===== src/inc/cms_pkg.sv =====
// shared constants and types of the mute and power sequencing block
package cms_pkg;
  // ********************************************************
  // clocking and timing
  // ********************************************************
  localparam int unsigned CLK_FREQ_KHZ = 40000;
  localparam int unsigned WAIT_FRAMES  = 1045;
  localparam int unsigned RAMP_TIME_MS = 400;
  localparam int unsigned RAMP_CYCLES  = RAMP_TIME_MS * CLK_FREQ_KHZ;
  localparam int unsigned AUTO_LIMIT   = 8192;
  // ********************************************************
  // widths
  // ********************************************************
  localparam int unsigned SAMPLE_W  = 24;
  localparam int unsigned HPF_SHIFT = 10;
  localparam int unsigned ACC_W     = SAMPLE_W + HPF_SHIFT;
  localparam int unsigned AUTO_W    = 14;
  // ********************************************************
  // register offsets
  // ********************************************************
  localparam logic [7:0] REG_ID     = 8'h01;
  localparam logic [7:0] REG_POWER  = 8'h02;
  localparam logic [7:0] REG_MODE   = 8'h03;
  localparam logic [7:0] REG_ADCDAC = 8'h04;
  localparam logic [7:0] REG_MUTE   = 8'h05;
  localparam logic [7:0] REG_STATUS = 8'h06;
  // ********************************************************
  // field positions and reset values
  // ********************************************************
  localparam int unsigned PWR_PDN     = 0;
  localparam int unsigned PWR_PDN_DAC = 1;
  localparam int unsigned PWR_PDN_ADC = 5;
  localparam int unsigned MODE_SPD_LO = 4;
  localparam int unsigned ADC_FRZ_L   = 7;
  localparam int unsigned ADC_FRZ_R   = 6;
  localparam int unsigned MUTE_AUTO   = 0;
  localparam int unsigned MUTE_L      = 1;
  localparam int unsigned MUTE_R      = 2;
  localparam int unsigned MUTE_DEEMPH = 3;
  localparam logic [7:0] POWER_RST  = 8'h00;
  localparam logic [7:0] MODE_RST   = 8'h30;
  localparam logic [7:0] ADCDAC_RST = 8'h00;
  localparam logic [7:0] MUTE_RST   = 8'h01;
  // ********************************************************
  // speed modes and oversampling ratios
  // ********************************************************
  localparam logic [1:0] SPD_SINGLE = 2'h0;
  localparam logic [1:0] SPD_DOUBLE = 2'h1;
  localparam logic [1:0] SPD_QUAD   = 2'h2;
  localparam logic [7:0] OSR_SINGLE = 8'h80;
  localparam logic [7:0] OSR_DOUBLE = 8'h40;
  localparam logic [7:0] OSR_QUAD   = 8'h20;
  // ********************************************************
  // types
  // ********************************************************
  typedef enum logic [3:0] {
    ST_CLAMP = 4'h1,
    ST_RAMP  = 4'h2,
    ST_RUN   = 4'h4,
    ST_PDN   = 4'h8
  } cms_state_e;
  typedef struct packed {
    logic [SAMPLE_W-1:0] left;
    logic [SAMPLE_W-1:0] right;
  } cms_pair_s;
endpackage


===== src/hw/cms_ctrl.sv =====
// mute, power sequencing, speed mode and high-pass filter control
// Behaviour
// - each input channel has its own dc-removing high-pass filter
// - frozen filter keeps its stored dc offset and keeps subtracting it
// - oversampling mode follows the speed-mode field of mode register
// - single speed, 4 to 54 kHz, runs at 128x oversampling
// - double speed, 50 to 108 kHz, runs at 64x oversampling
// - quad speed, 100 to 216 kHz, runs at 32x oversampling
// - reset toggling alone starts the transient-suppression sequence
// - outputs clamped at power-up, ramp starts after 1045 sample periods
// - audio passes only after the ramp ends, about 0.4 s later
// - power-down stops audio and switches outputs to a soft sink
// - de-emphasis only in single speed, defined at 44.1 kHz
// - mute during power-up, reset, mute, bad clock ratio, power-down
// - automatic muting is enabled out of reset
// - channel mutes after 8192 consecutive static samples
// - one non-static sample releases that channel's automatic mute
// - mute outputs are low while muted, high otherwise
// - a static sample is all zeros or minus one
// - static counting and auto-mute are separate per channel
//
// Chosen here: the placing of the registers and the strobed register port.
module cms_ctrl #(
  parameter int unsigned WAIT_FRAMES_P = cms_pkg::WAIT_FRAMES,
  parameter int unsigned RAMP_CYCLES_P = cms_pkg::RAMP_CYCLES,
  parameter logic [7:0]  DEVICE_ID     = 8'h5A // arbitrary value
) (
  input  wire logic              CLK,
  input  wire logic              ARST_N,
  input  wire logic [7:0]        ADDR,
  input  wire logic [7:0]        WDATA,
  input  wire logic              WR,
  input  wire logic              RD,
  output logic      [7:0]        RDATA,
  input  wire logic              FRAME_CLOCK,
  input  wire logic              RATIO_BAD,
  input  wire logic              ADC_VALID,
  input  wire cms_pkg::cms_pair_s ADC_IN,
  output cms_pkg::cms_pair_s     ADC_OUT,
  input  wire logic              DAC_VALID,
  input  wire cms_pkg::cms_pair_s DAC_IN,
  output cms_pkg::cms_pair_s     DAC_OUT,
  output logic [7:0]             OSR_RATIO,
  output logic                   DEEMPH_ACTIVE,
  output logic                   OUT_CLAMP,
  output logic                   OUT_RAMP,
  output logic                   OUT_SINK,
  output logic                   AUDIO_EN,
  output logic                   MUTE_LEFT_N,
  output logic                   MUTE_RIGHT_N
);
  import cms_pkg::*;

  // ********************************************************
  // functions
  // ********************************************************
  function automatic logic is_static(input logic [SAMPLE_W-1:0] s);
    is_static = (s == '0) || (s == '1);
  endfunction

  function automatic logic [ACC_W-1:0] hpf_acc(
    input logic [ACC_W-1:0]    acc,
    input logic [SAMPLE_W-1:0] x);
    logic signed [ACC_W-1:0] xs;
    logic signed [ACC_W-1:0] dc;
    xs = ACC_W'(signed'(x));
    dc = signed'(acc) >>> HPF_SHIFT;
    hpf_acc = ACC_W'(signed'(acc) + xs - dc);
  endfunction

  function automatic logic [SAMPLE_W-1:0] hpf_out(
    input logic [ACC_W-1:0]    acc,
    input logic [SAMPLE_W-1:0] x);
    logic [SAMPLE_W-1:0] dc;
    dc = acc[ACC_W-1:HPF_SHIFT];
    hpf_out = x - dc;
  endfunction

  // ********************************************************
  // registers
  // ********************************************************
  logic [7:0] power;
  logic [7:0] mode;
  logic [7:0] adcdac;
  logic [7:0] mute_ctl;
  logic [7:0] status;
  cms_state_e state;
  cms_state_e next_state;
  logic       auto_l;
  logic       auto_r;
  logic [1:0] speed;
  logic       pdn_any;

  // speed field reset value selects single speed (slave detect)
  assign speed   = mode[MODE_SPD_LO +: 2];
  assign pdn_any = power[PWR_PDN] | power[PWR_PDN_DAC];

  always_ff @(posedge CLK or negedge ARST_N) begin
    if (!ARST_N) begin
      power    <= POWER_RST;
      mode     <= MODE_RST;
      adcdac   <= ADCDAC_RST;
      mute_ctl <= MUTE_RST;
    end else if (WR) begin
      case (ADDR)
        REG_POWER:  power    <= WDATA;
        REG_MODE:   mode     <= WDATA;
        REG_ADCDAC: adcdac   <= WDATA;
        REG_MUTE:   mute_ctl <= WDATA;
        default: begin
        end
      endcase
    end
  end

  // bit2 covers the clamp and power-down states; ramp, also without audio, has bit1
  assign status = {2'h0, RATIO_BAD, auto_r, auto_l,
                   (state == ST_CLAMP) || (state == ST_PDN),
                   state == ST_RAMP, state == ST_RUN};

  always_ff @(posedge CLK or negedge ARST_N) begin
    if (!ARST_N) begin
      RDATA <= 8'h00;
    end else if (RD) begin
      case (ADDR)
        REG_ID:     RDATA <= DEVICE_ID;
        REG_POWER:  RDATA <= power;
        REG_MODE:   RDATA <= mode;
        REG_ADCDAC: RDATA <= adcdac;
        REG_MUTE:   RDATA <= mute_ctl;
        REG_STATUS: RDATA <= status;
        default:    RDATA <= 8'h00;
      endcase
    end else begin
      RDATA <= 8'h00;
    end
  end

  // ********************************************************
  // frame clock synchroniser, one tick per sample period
  // ********************************************************
  logic frame_s1;
  logic frame_s2;
  logic frame_s3;
  logic frame_tick;

  always_ff @(posedge CLK or negedge ARST_N) begin
    if (!ARST_N) begin
      frame_s1 <= 1'b0;
      frame_s2 <= 1'b0;
      frame_s3 <= 1'b0;
    end else begin
      frame_s1 <= FRAME_CLOCK;
      frame_s2 <= frame_s1;
      frame_s3 <= frame_s2;
    end
  end
  assign frame_tick = frame_s2 & ~frame_s3;

  // ********************************************************
  // speed mode and de-emphasis
  // ********************************************************
  always_ff @(posedge CLK or negedge ARST_N) begin
    if (!ARST_N) begin
      OSR_RATIO     <= OSR_SINGLE;
      DEEMPH_ACTIVE <= 1'b0;
    end else begin
      case (speed)
        SPD_DOUBLE: OSR_RATIO <= OSR_DOUBLE;
        SPD_QUAD:   OSR_RATIO <= OSR_QUAD;
        default:    OSR_RATIO <= OSR_SINGLE;
      endcase
      DEEMPH_ACTIVE <= mute_ctl[MUTE_DEEMPH] &&
                       (OSR_RATIO == OSR_SINGLE) &&
                       (speed != SPD_DOUBLE) && (speed != SPD_QUAD);
    end
  end

  // ********************************************************
  // power sequencing
  // ********************************************************
  logic [11:0] wait_cnt;
  logic [31:0] ramp_cnt;
  logic        wait_done;
  logic        ramp_done;

  assign wait_done = frame_tick &&
                     (wait_cnt == 12'(WAIT_FRAMES_P - 1));
  assign ramp_done = (ramp_cnt == 32'(RAMP_CYCLES_P - 1));

  always_comb begin
    next_state = state;
    case (state)
      // clamp held for the wait in sample periods
      ST_CLAMP: if (wait_done) next_state = ST_RAMP;
      // audio only once the ramp has run out
      ST_RAMP:  if (ramp_done) next_state = ST_RUN;
      ST_RUN:   next_state = ST_RUN;
      // leaving power-down restarts the power-up sequence
      ST_PDN:   next_state = ST_CLAMP;
      default:  next_state = ST_CLAMP;
    endcase
    if (pdn_any) next_state = ST_PDN;
  end

  // reset alone enters the clamp state
  always_ff @(posedge CLK or negedge ARST_N) begin
    if (!ARST_N) begin
      state <= ST_CLAMP;
    end else begin
      state <= next_state;
    end
  end

  always_ff @(posedge CLK or negedge ARST_N) begin
    if (!ARST_N) begin
      wait_cnt <= 12'h000;
      ramp_cnt <= 32'h0000_0000;
    end else begin
      if (state != ST_CLAMP) wait_cnt <= 12'h000;
      else if (frame_tick) wait_cnt <= wait_cnt + 12'h001;
      if (state != ST_RAMP) ramp_cnt <= 32'h0000_0000;
      else ramp_cnt <= ramp_cnt + 32'h0000_0001;
    end
  end

  assign OUT_CLAMP = (state == ST_CLAMP);
  assign OUT_RAMP  = (state == ST_RAMP);
  assign OUT_SINK  = (state == ST_PDN);
  assign AUDIO_EN  = (state == ST_RUN);

  // ********************************************************
  // automatic mute, one counter per channel
  // ********************************************************
  logic [AUTO_W-1:0] cnt_l;
  logic [AUTO_W-1:0] cnt_r;
  logic              mute_l;
  logic              mute_r;

  // clear on non-static sample or power-down
  always_ff @(posedge CLK or negedge ARST_N) begin
    if (!ARST_N) begin
      cnt_l <= '0;
      cnt_r <= '0;
    end else if (pdn_any) begin
      cnt_l <= '0;
      cnt_r <= '0;
    end else if (DAC_VALID) begin
      // zeros or minus one count as static
      if (!is_static(DAC_IN.left)) cnt_l <= '0;
      else if (cnt_l != AUTO_W'(AUTO_LIMIT)) cnt_l <= cnt_l + 1'b1;
      if (!is_static(DAC_IN.right)) cnt_r <= '0;
      else if (cnt_r != AUTO_W'(AUTO_LIMIT)) cnt_r <= cnt_r + 1'b1;
    end
  end

  // mute after the full static run
  // counter clear drops the auto-mute at once
  assign auto_l = mute_ctl[MUTE_AUTO] && (cnt_l == AUTO_W'(AUTO_LIMIT));
  assign auto_r = mute_ctl[MUTE_AUTO] && (cnt_r == AUTO_W'(AUTO_LIMIT));

  // every mute cause folded into one term
  assign mute_l = !AUDIO_EN || RATIO_BAD || mute_ctl[MUTE_L] || auto_l;
  assign mute_r = !AUDIO_EN || RATIO_BAD || mute_ctl[MUTE_R] || auto_r;

  // active low pins, low during reset
  always_ff @(posedge CLK or negedge ARST_N) begin
    if (!ARST_N) begin
      MUTE_LEFT_N  <= 1'b0;
      MUTE_RIGHT_N <= 1'b0;
    end else begin
      MUTE_LEFT_N  <= !mute_l;
      MUTE_RIGHT_N <= !mute_r;
    end
  end

  // muted samples go out as zero so the common mode is kept
  always_ff @(posedge CLK or negedge ARST_N) begin
    if (!ARST_N) begin
      DAC_OUT <= '0;
    end else if (DAC_VALID) begin
      DAC_OUT.left  <= mute_l ? '0 : DAC_IN.left;
      DAC_OUT.right <= mute_r ? '0 : DAC_IN.right;
    end
  end

  // ********************************************************
  // high-pass filters
  // ********************************************************
  logic [ACC_W-1:0] acc_l;
  logic [ACC_W-1:0] acc_r;

  // freeze holds the accumulator, subtraction continues
  always_ff @(posedge CLK or negedge ARST_N) begin
    if (!ARST_N) begin
      acc_l   <= '0;
      acc_r   <= '0;
      ADC_OUT <= '0;
    end else if (ADC_VALID) begin
      if (!adcdac[ADC_FRZ_L]) acc_l <= hpf_acc(acc_l, ADC_IN.left);
      if (!adcdac[ADC_FRZ_R]) acc_r <= hpf_acc(acc_r, ADC_IN.right);
      ADC_OUT.left  <= hpf_out(acc_l, ADC_IN.left);
      ADC_OUT.right <= hpf_out(acc_r, ADC_IN.right);
    end
  end
endmodule // cms_ctrl


===== config.mk =====
export PLATFORM = sky130hd
export DESIGN_NAME = cms_ctrl
export DESIGN_NICKNAME = d
export VERILOG_FILES = /design/src/inc/cms_pkg.sv /design/src/hw/cms_ctrl.sv
export SDC_FILE = /design/constraint.sdc
export NUM_CORES = 1
export LEC_CHECK = 0
export BUFFER_PORTS_ARGS = -buffer_cell sky130_fd_sc_hd__buf_4
export CAP_MARGIN = 30
export CORE_MARGIN = 2
export CORE_UTILIZATION = 60
export DETAILED_ROUTE_END_ITERATION = 10
export MAX_ROUTING_LAYER = met4
export PLACE_DENSITY = 0.86
export SETUP_SLACK_MARGIN = 0.4
export SYNTH_ARGS = -nofsm -noshare
export SYNTH_HDL_FRONTEND = slang
export SYNTH_SLANG_ARGS = --single-unit

===== constraint.sdc =====
create_clock -name CLK -period 9.7 [get_ports CLK]
set_input_delay 0.97 -clock CLK [delete_from_list [all_inputs] [get_ports CLK]]
set_output_delay 0.97 -clock CLK [all_outputs]
set_load 0.02 [all_outputs]

==> results.txt <==
After clock tree synthesis, the setup repair step added 0 buffers. In the post-synthesis netlist, the biggest area contributors are dfrtp_1, ha_1, fa_1. The area of the core region is 33360 um^2. The max-slew violation count is 0. The number of global-route vias before repair is 17620. The detailed-route wire length per cell is 18.36 um. The power per cell area is 387.8 nW/um^2. The final critical path takes up 38.64% of the cycle. The total internal power is 0.004866 W. The count of clock tree sinks is 289. The endpoint of the most critical setup path is acc_r[33].

The final net count is 2759. The path class of the tightest hold or removal check is register to register. The data required time of the worst path came out at 10.12 ns.

The data arrival time of the critical path came out at 4.16 ns. The overall overflow remaining after global route came out at 0. For this run, the leading register cell type out of synthesis is dfrtp_1. Setup repair after global routing left no endpoint under its margin. The net switching power is 0.004287 W. In this run the static leakage power is 11.58 nW. The fraction of final layout cells with drive strength greater than 1 is 16.28%. The post-detailed-placement half-perimeter wirelength is 39470 um. The top-area cell type share of the netlist area came out at 35.19%. Of all nets on the critical path, the largest fanout is 3. The destination of the worst register-to-register timing path is acc_r[33]. The worst register-to-register path begins at acc_r[11]. The final-report setup violation count is 0. Of all flip-flops after synthesis, the portion carrying an async set or reset was 100.0%. In the global route stage, met1 resource usage came out at 39.63%.

The global placement routability congestion came out at 0.9750. The kind of end point of the critical path is a register. Each instance of the synthesized netlist takes up on average 9.031 um^2. The setup path with the least slack is of type input pin to register. The Yosys step of the flow raised 0 warnings. The register bit count reported by yosys is 289. On the final layout, the worst hold slack is 0.3694 ns. Clock tree synthesis selected as its root buffer the cell clkbuf_16. The worst-case setup margin in the final layout is 5.952 ns.

The number of violations of the max-capacitance limit is 0. In the post-synthesis netlist, the cell with the most instances is inv_1. 0 antenna diodes ended up in the layout. The placement-stage worst setup slack is 5.433 ns. The number of distinct library cell variants in the gate-level netlist after synthesis is 98.

The count of cells resized by post-cts repair is 0. In this run, the clock network consumes 16.3% of the power. The switching part of the total power is 46.84%. Measured in cells, the most critical reg-to-reg path has a length of 12.

In this run, the number of DRC markers left after iteration 0 of detailed routing was 1159. The final-report hold violation count was 0. The die width came out at 187.5 um.

The final critical-path required period came out at 3.748 ns. The number of hold buffers added after CTS was 0. The critical path startpoint is ADC_IN[1].

The detailed-route wire length is 53570 um. The total iterations of the first detailed-routing run is 6. The reg2reg setup slack is 6.15 ns.

For this run, the share of the core covered by cells in the final layout is 70.74%. The initial antenna violation count is 0. TritonCTS built the clock tree.

Once detail routing completed, the nets flagged for antenna violations numbered 0. The proportion of power drawn by flip-flops and latches came out at 19.1%. After detailed routing, the number of remaining DRC violations is 0. In this run, CTS created clock tree buffers numbering 35.

The routing layer with the top usage in global route is met2. In this run, synthesis inferred 0 flip-flops with an integrated enable. Derived from the worst setup path, the maximum achievable clock frequency is 266.8 MHz.

The maximum number of pins on one net before global-route repair is 168. The clock latency on the worst-skew pair came out at 0.53 ns. After technology mapping, the gate count stands at 2236.

The cell area after layout came out at 23600 um^2. The transition time of the tightest slew-check pin came out at 1.071 ns. The synthesized design spends more area on one cell type than any other, namely dfrtp_1. The starting density of the core is 60.53%. Port buffering added 233 buffers. In the final timing run, aggregate negative setup slack is 0 ns. The count of standard-cell rows is 67. The number of buffers between clock root and the deepest sink is 3. The post-place instance area is 22290 um^2.

The global-route wire length before repair came out at 88750 um. Headroom to the max-slew limit came out at 28.58%. The vertical extent of the die came out at 187.5 um. The total vias in the final route is 17480.

The number of levels in the clock H-tree is 2. The die covers 35140 um^2. The maximum VDD drop is 0.2955 mV. The met3 routing resource usage after global routing is 5.666%. The number of top-level pins is 239. The layout overhead on the synthesized area is 16.87%. The part of the power in combinational logic is 64.6%. Across the routed clock network, the largest skew measured is 0.009011 ns.

The per-cell via count in the routed design came out at 5.990. The clock slew at the register clock pins of the worst setup and hold paths came out at 0.06 ns. The global router's overall resource usage came out at 31.77%. STA classifies the critical path startpoint as an input pin. After synthesis, the most frequently instantiated cells are inv_1, dfrtp_1, nand2_1, o21ai_0, nor2_1. The combined area of all synthesized cells is 20190 um^2. The global-route met2 utilization is 52.80%.

The share of the Yosys chip area taken by registers is 35.84%. The run finished with clean final reports.
==> layout by cell type (no fill, tap or decap), drive strengths merged, types with 11 or more instances in the layout <==
| cell | count |
|---|---|
| inv | 299 |
| dfrtp | 284 |
| buf | 240 |
| nand2 | 217 |
| o21ai | 153 |
| nor2 | 135 |
| ha | 126 |
| a21oi | 118 |
| xnor2 | 71 |
| fa | 68 |
| a21o | 61 |
| mux2 | 52 |
| xor2 | 51 |
| nand3 | 49 |
| o2bb2ai | 48 |
| clkbuf | 44 |
| nand4 | 42 |
| and3 | 39 |
| nor3 | 34 |
| nor4 | 28 |
| o21a | 24 |
| nand2b | 23 |
| o31ai | 17 |
| a31oi | 16 |
| or3 | 16 |
| nor2b | 15 |
| a211oi | 14 |
| and2 | 13 |
| o2111ai | 11 |
==> area by class of cell <==
class / count / area [um^2]
clock inverter: 18 / 322.8
fill: 2491 / 9763
multi-input combinational: 1580 / 11550
sequential: 289 / 7238
inverter: 299 / 1122
timing repair buffer: 240 / 1819
clock buffer: 44 / 991.0
tap: 448 / 560.5
==> cells by family after synthesis <==
group           Yosys count  share of synthesized area (%)
compound gates          536                          17.58
mux                      56                          3.098
flops                   289                          35.84
xor+xnor                122                          5.291
other cells               1                        0.01857
fa+ha+maj               194                          14.55
simple gates            667                          16.54
buf+inv                 371                          7.076
==> registers in the layout (all words and copies together) (netlist names), 12 cells and up <==
| signal | cells |
|---|---|
| cnt_l | 14 |
| acc_r | 34 |
| acc_l | 34 |
| cnt_r | 14 |
| wait_cnt | 12 |
| ramp_cnt | 32 |
| DAC_OUT | 48 |
| ADC_OUT | 48 |
==> worst max-delay path: stages <==
cell	delay, ns
buf_4	0.09
inv_1	0.08
fa_1	0.59
inv_1	0.06
ha_1	0.31
a211oi_1	0.37
nor3_2	0.12
o2111ai_2	0.25
a21oi_2	0.12
o311ai_0	0.61
o21ai_1	0.18
xnor2_1	0.19
nor2_1	0.07
xnor2_1	0.15
==> routing by layer <==
| layer | vias up | part of all wire (%) |
|---|---|---|
| met5 | - | 0 |
| met2 | 644 | 49 |
| li1 | 8152 | - |
| met4 | 0 | 3.3 |
| met3 | 164 | 6.8 |
| met1 | 8520 | 41 |
==> how the worst min path moves through the flow <==
stage / to / depth (start not counted) / startpoint
floorplan: frame_s2 / 0 / frame_s1
global placement: frame_s2 / 0 / frame_s1
detailed placement: frame_s2 / 0 / frame_s1
CTS: frame_s2 / 0 / frame_s1
global route: frame_s2 / 0 / frame_s1
finish: frame_s2 / 0 / frame_s1
==> stage by stage <==
| stage | instances | power [W] |
|---|---|---|
| after floorplan | 2240 | 0.006094 |
| after global placement | 2854 | 0.007304 |
| after detailed placement | 2856 | 0.007530 |
| after CTS | 2918 | 0.009089 |
| after global routing | 2918 | 0.009942 |
| final | 2918 | 0.009152 |
==> power groups by stage <==
stage	clock (W)	sequential [W]	combinational, W
global route	0.00156	0.00178	0.00660
CTS	0.00151	0.00175	0.00584
global placement	0	0.00175	0.00556
finish	0.00149	0.00175	0.00591
floorplan	0	0.00181	0.00428
detailed placement	0	0.00177	0.00576
Power figures use the tool's default switching activity.
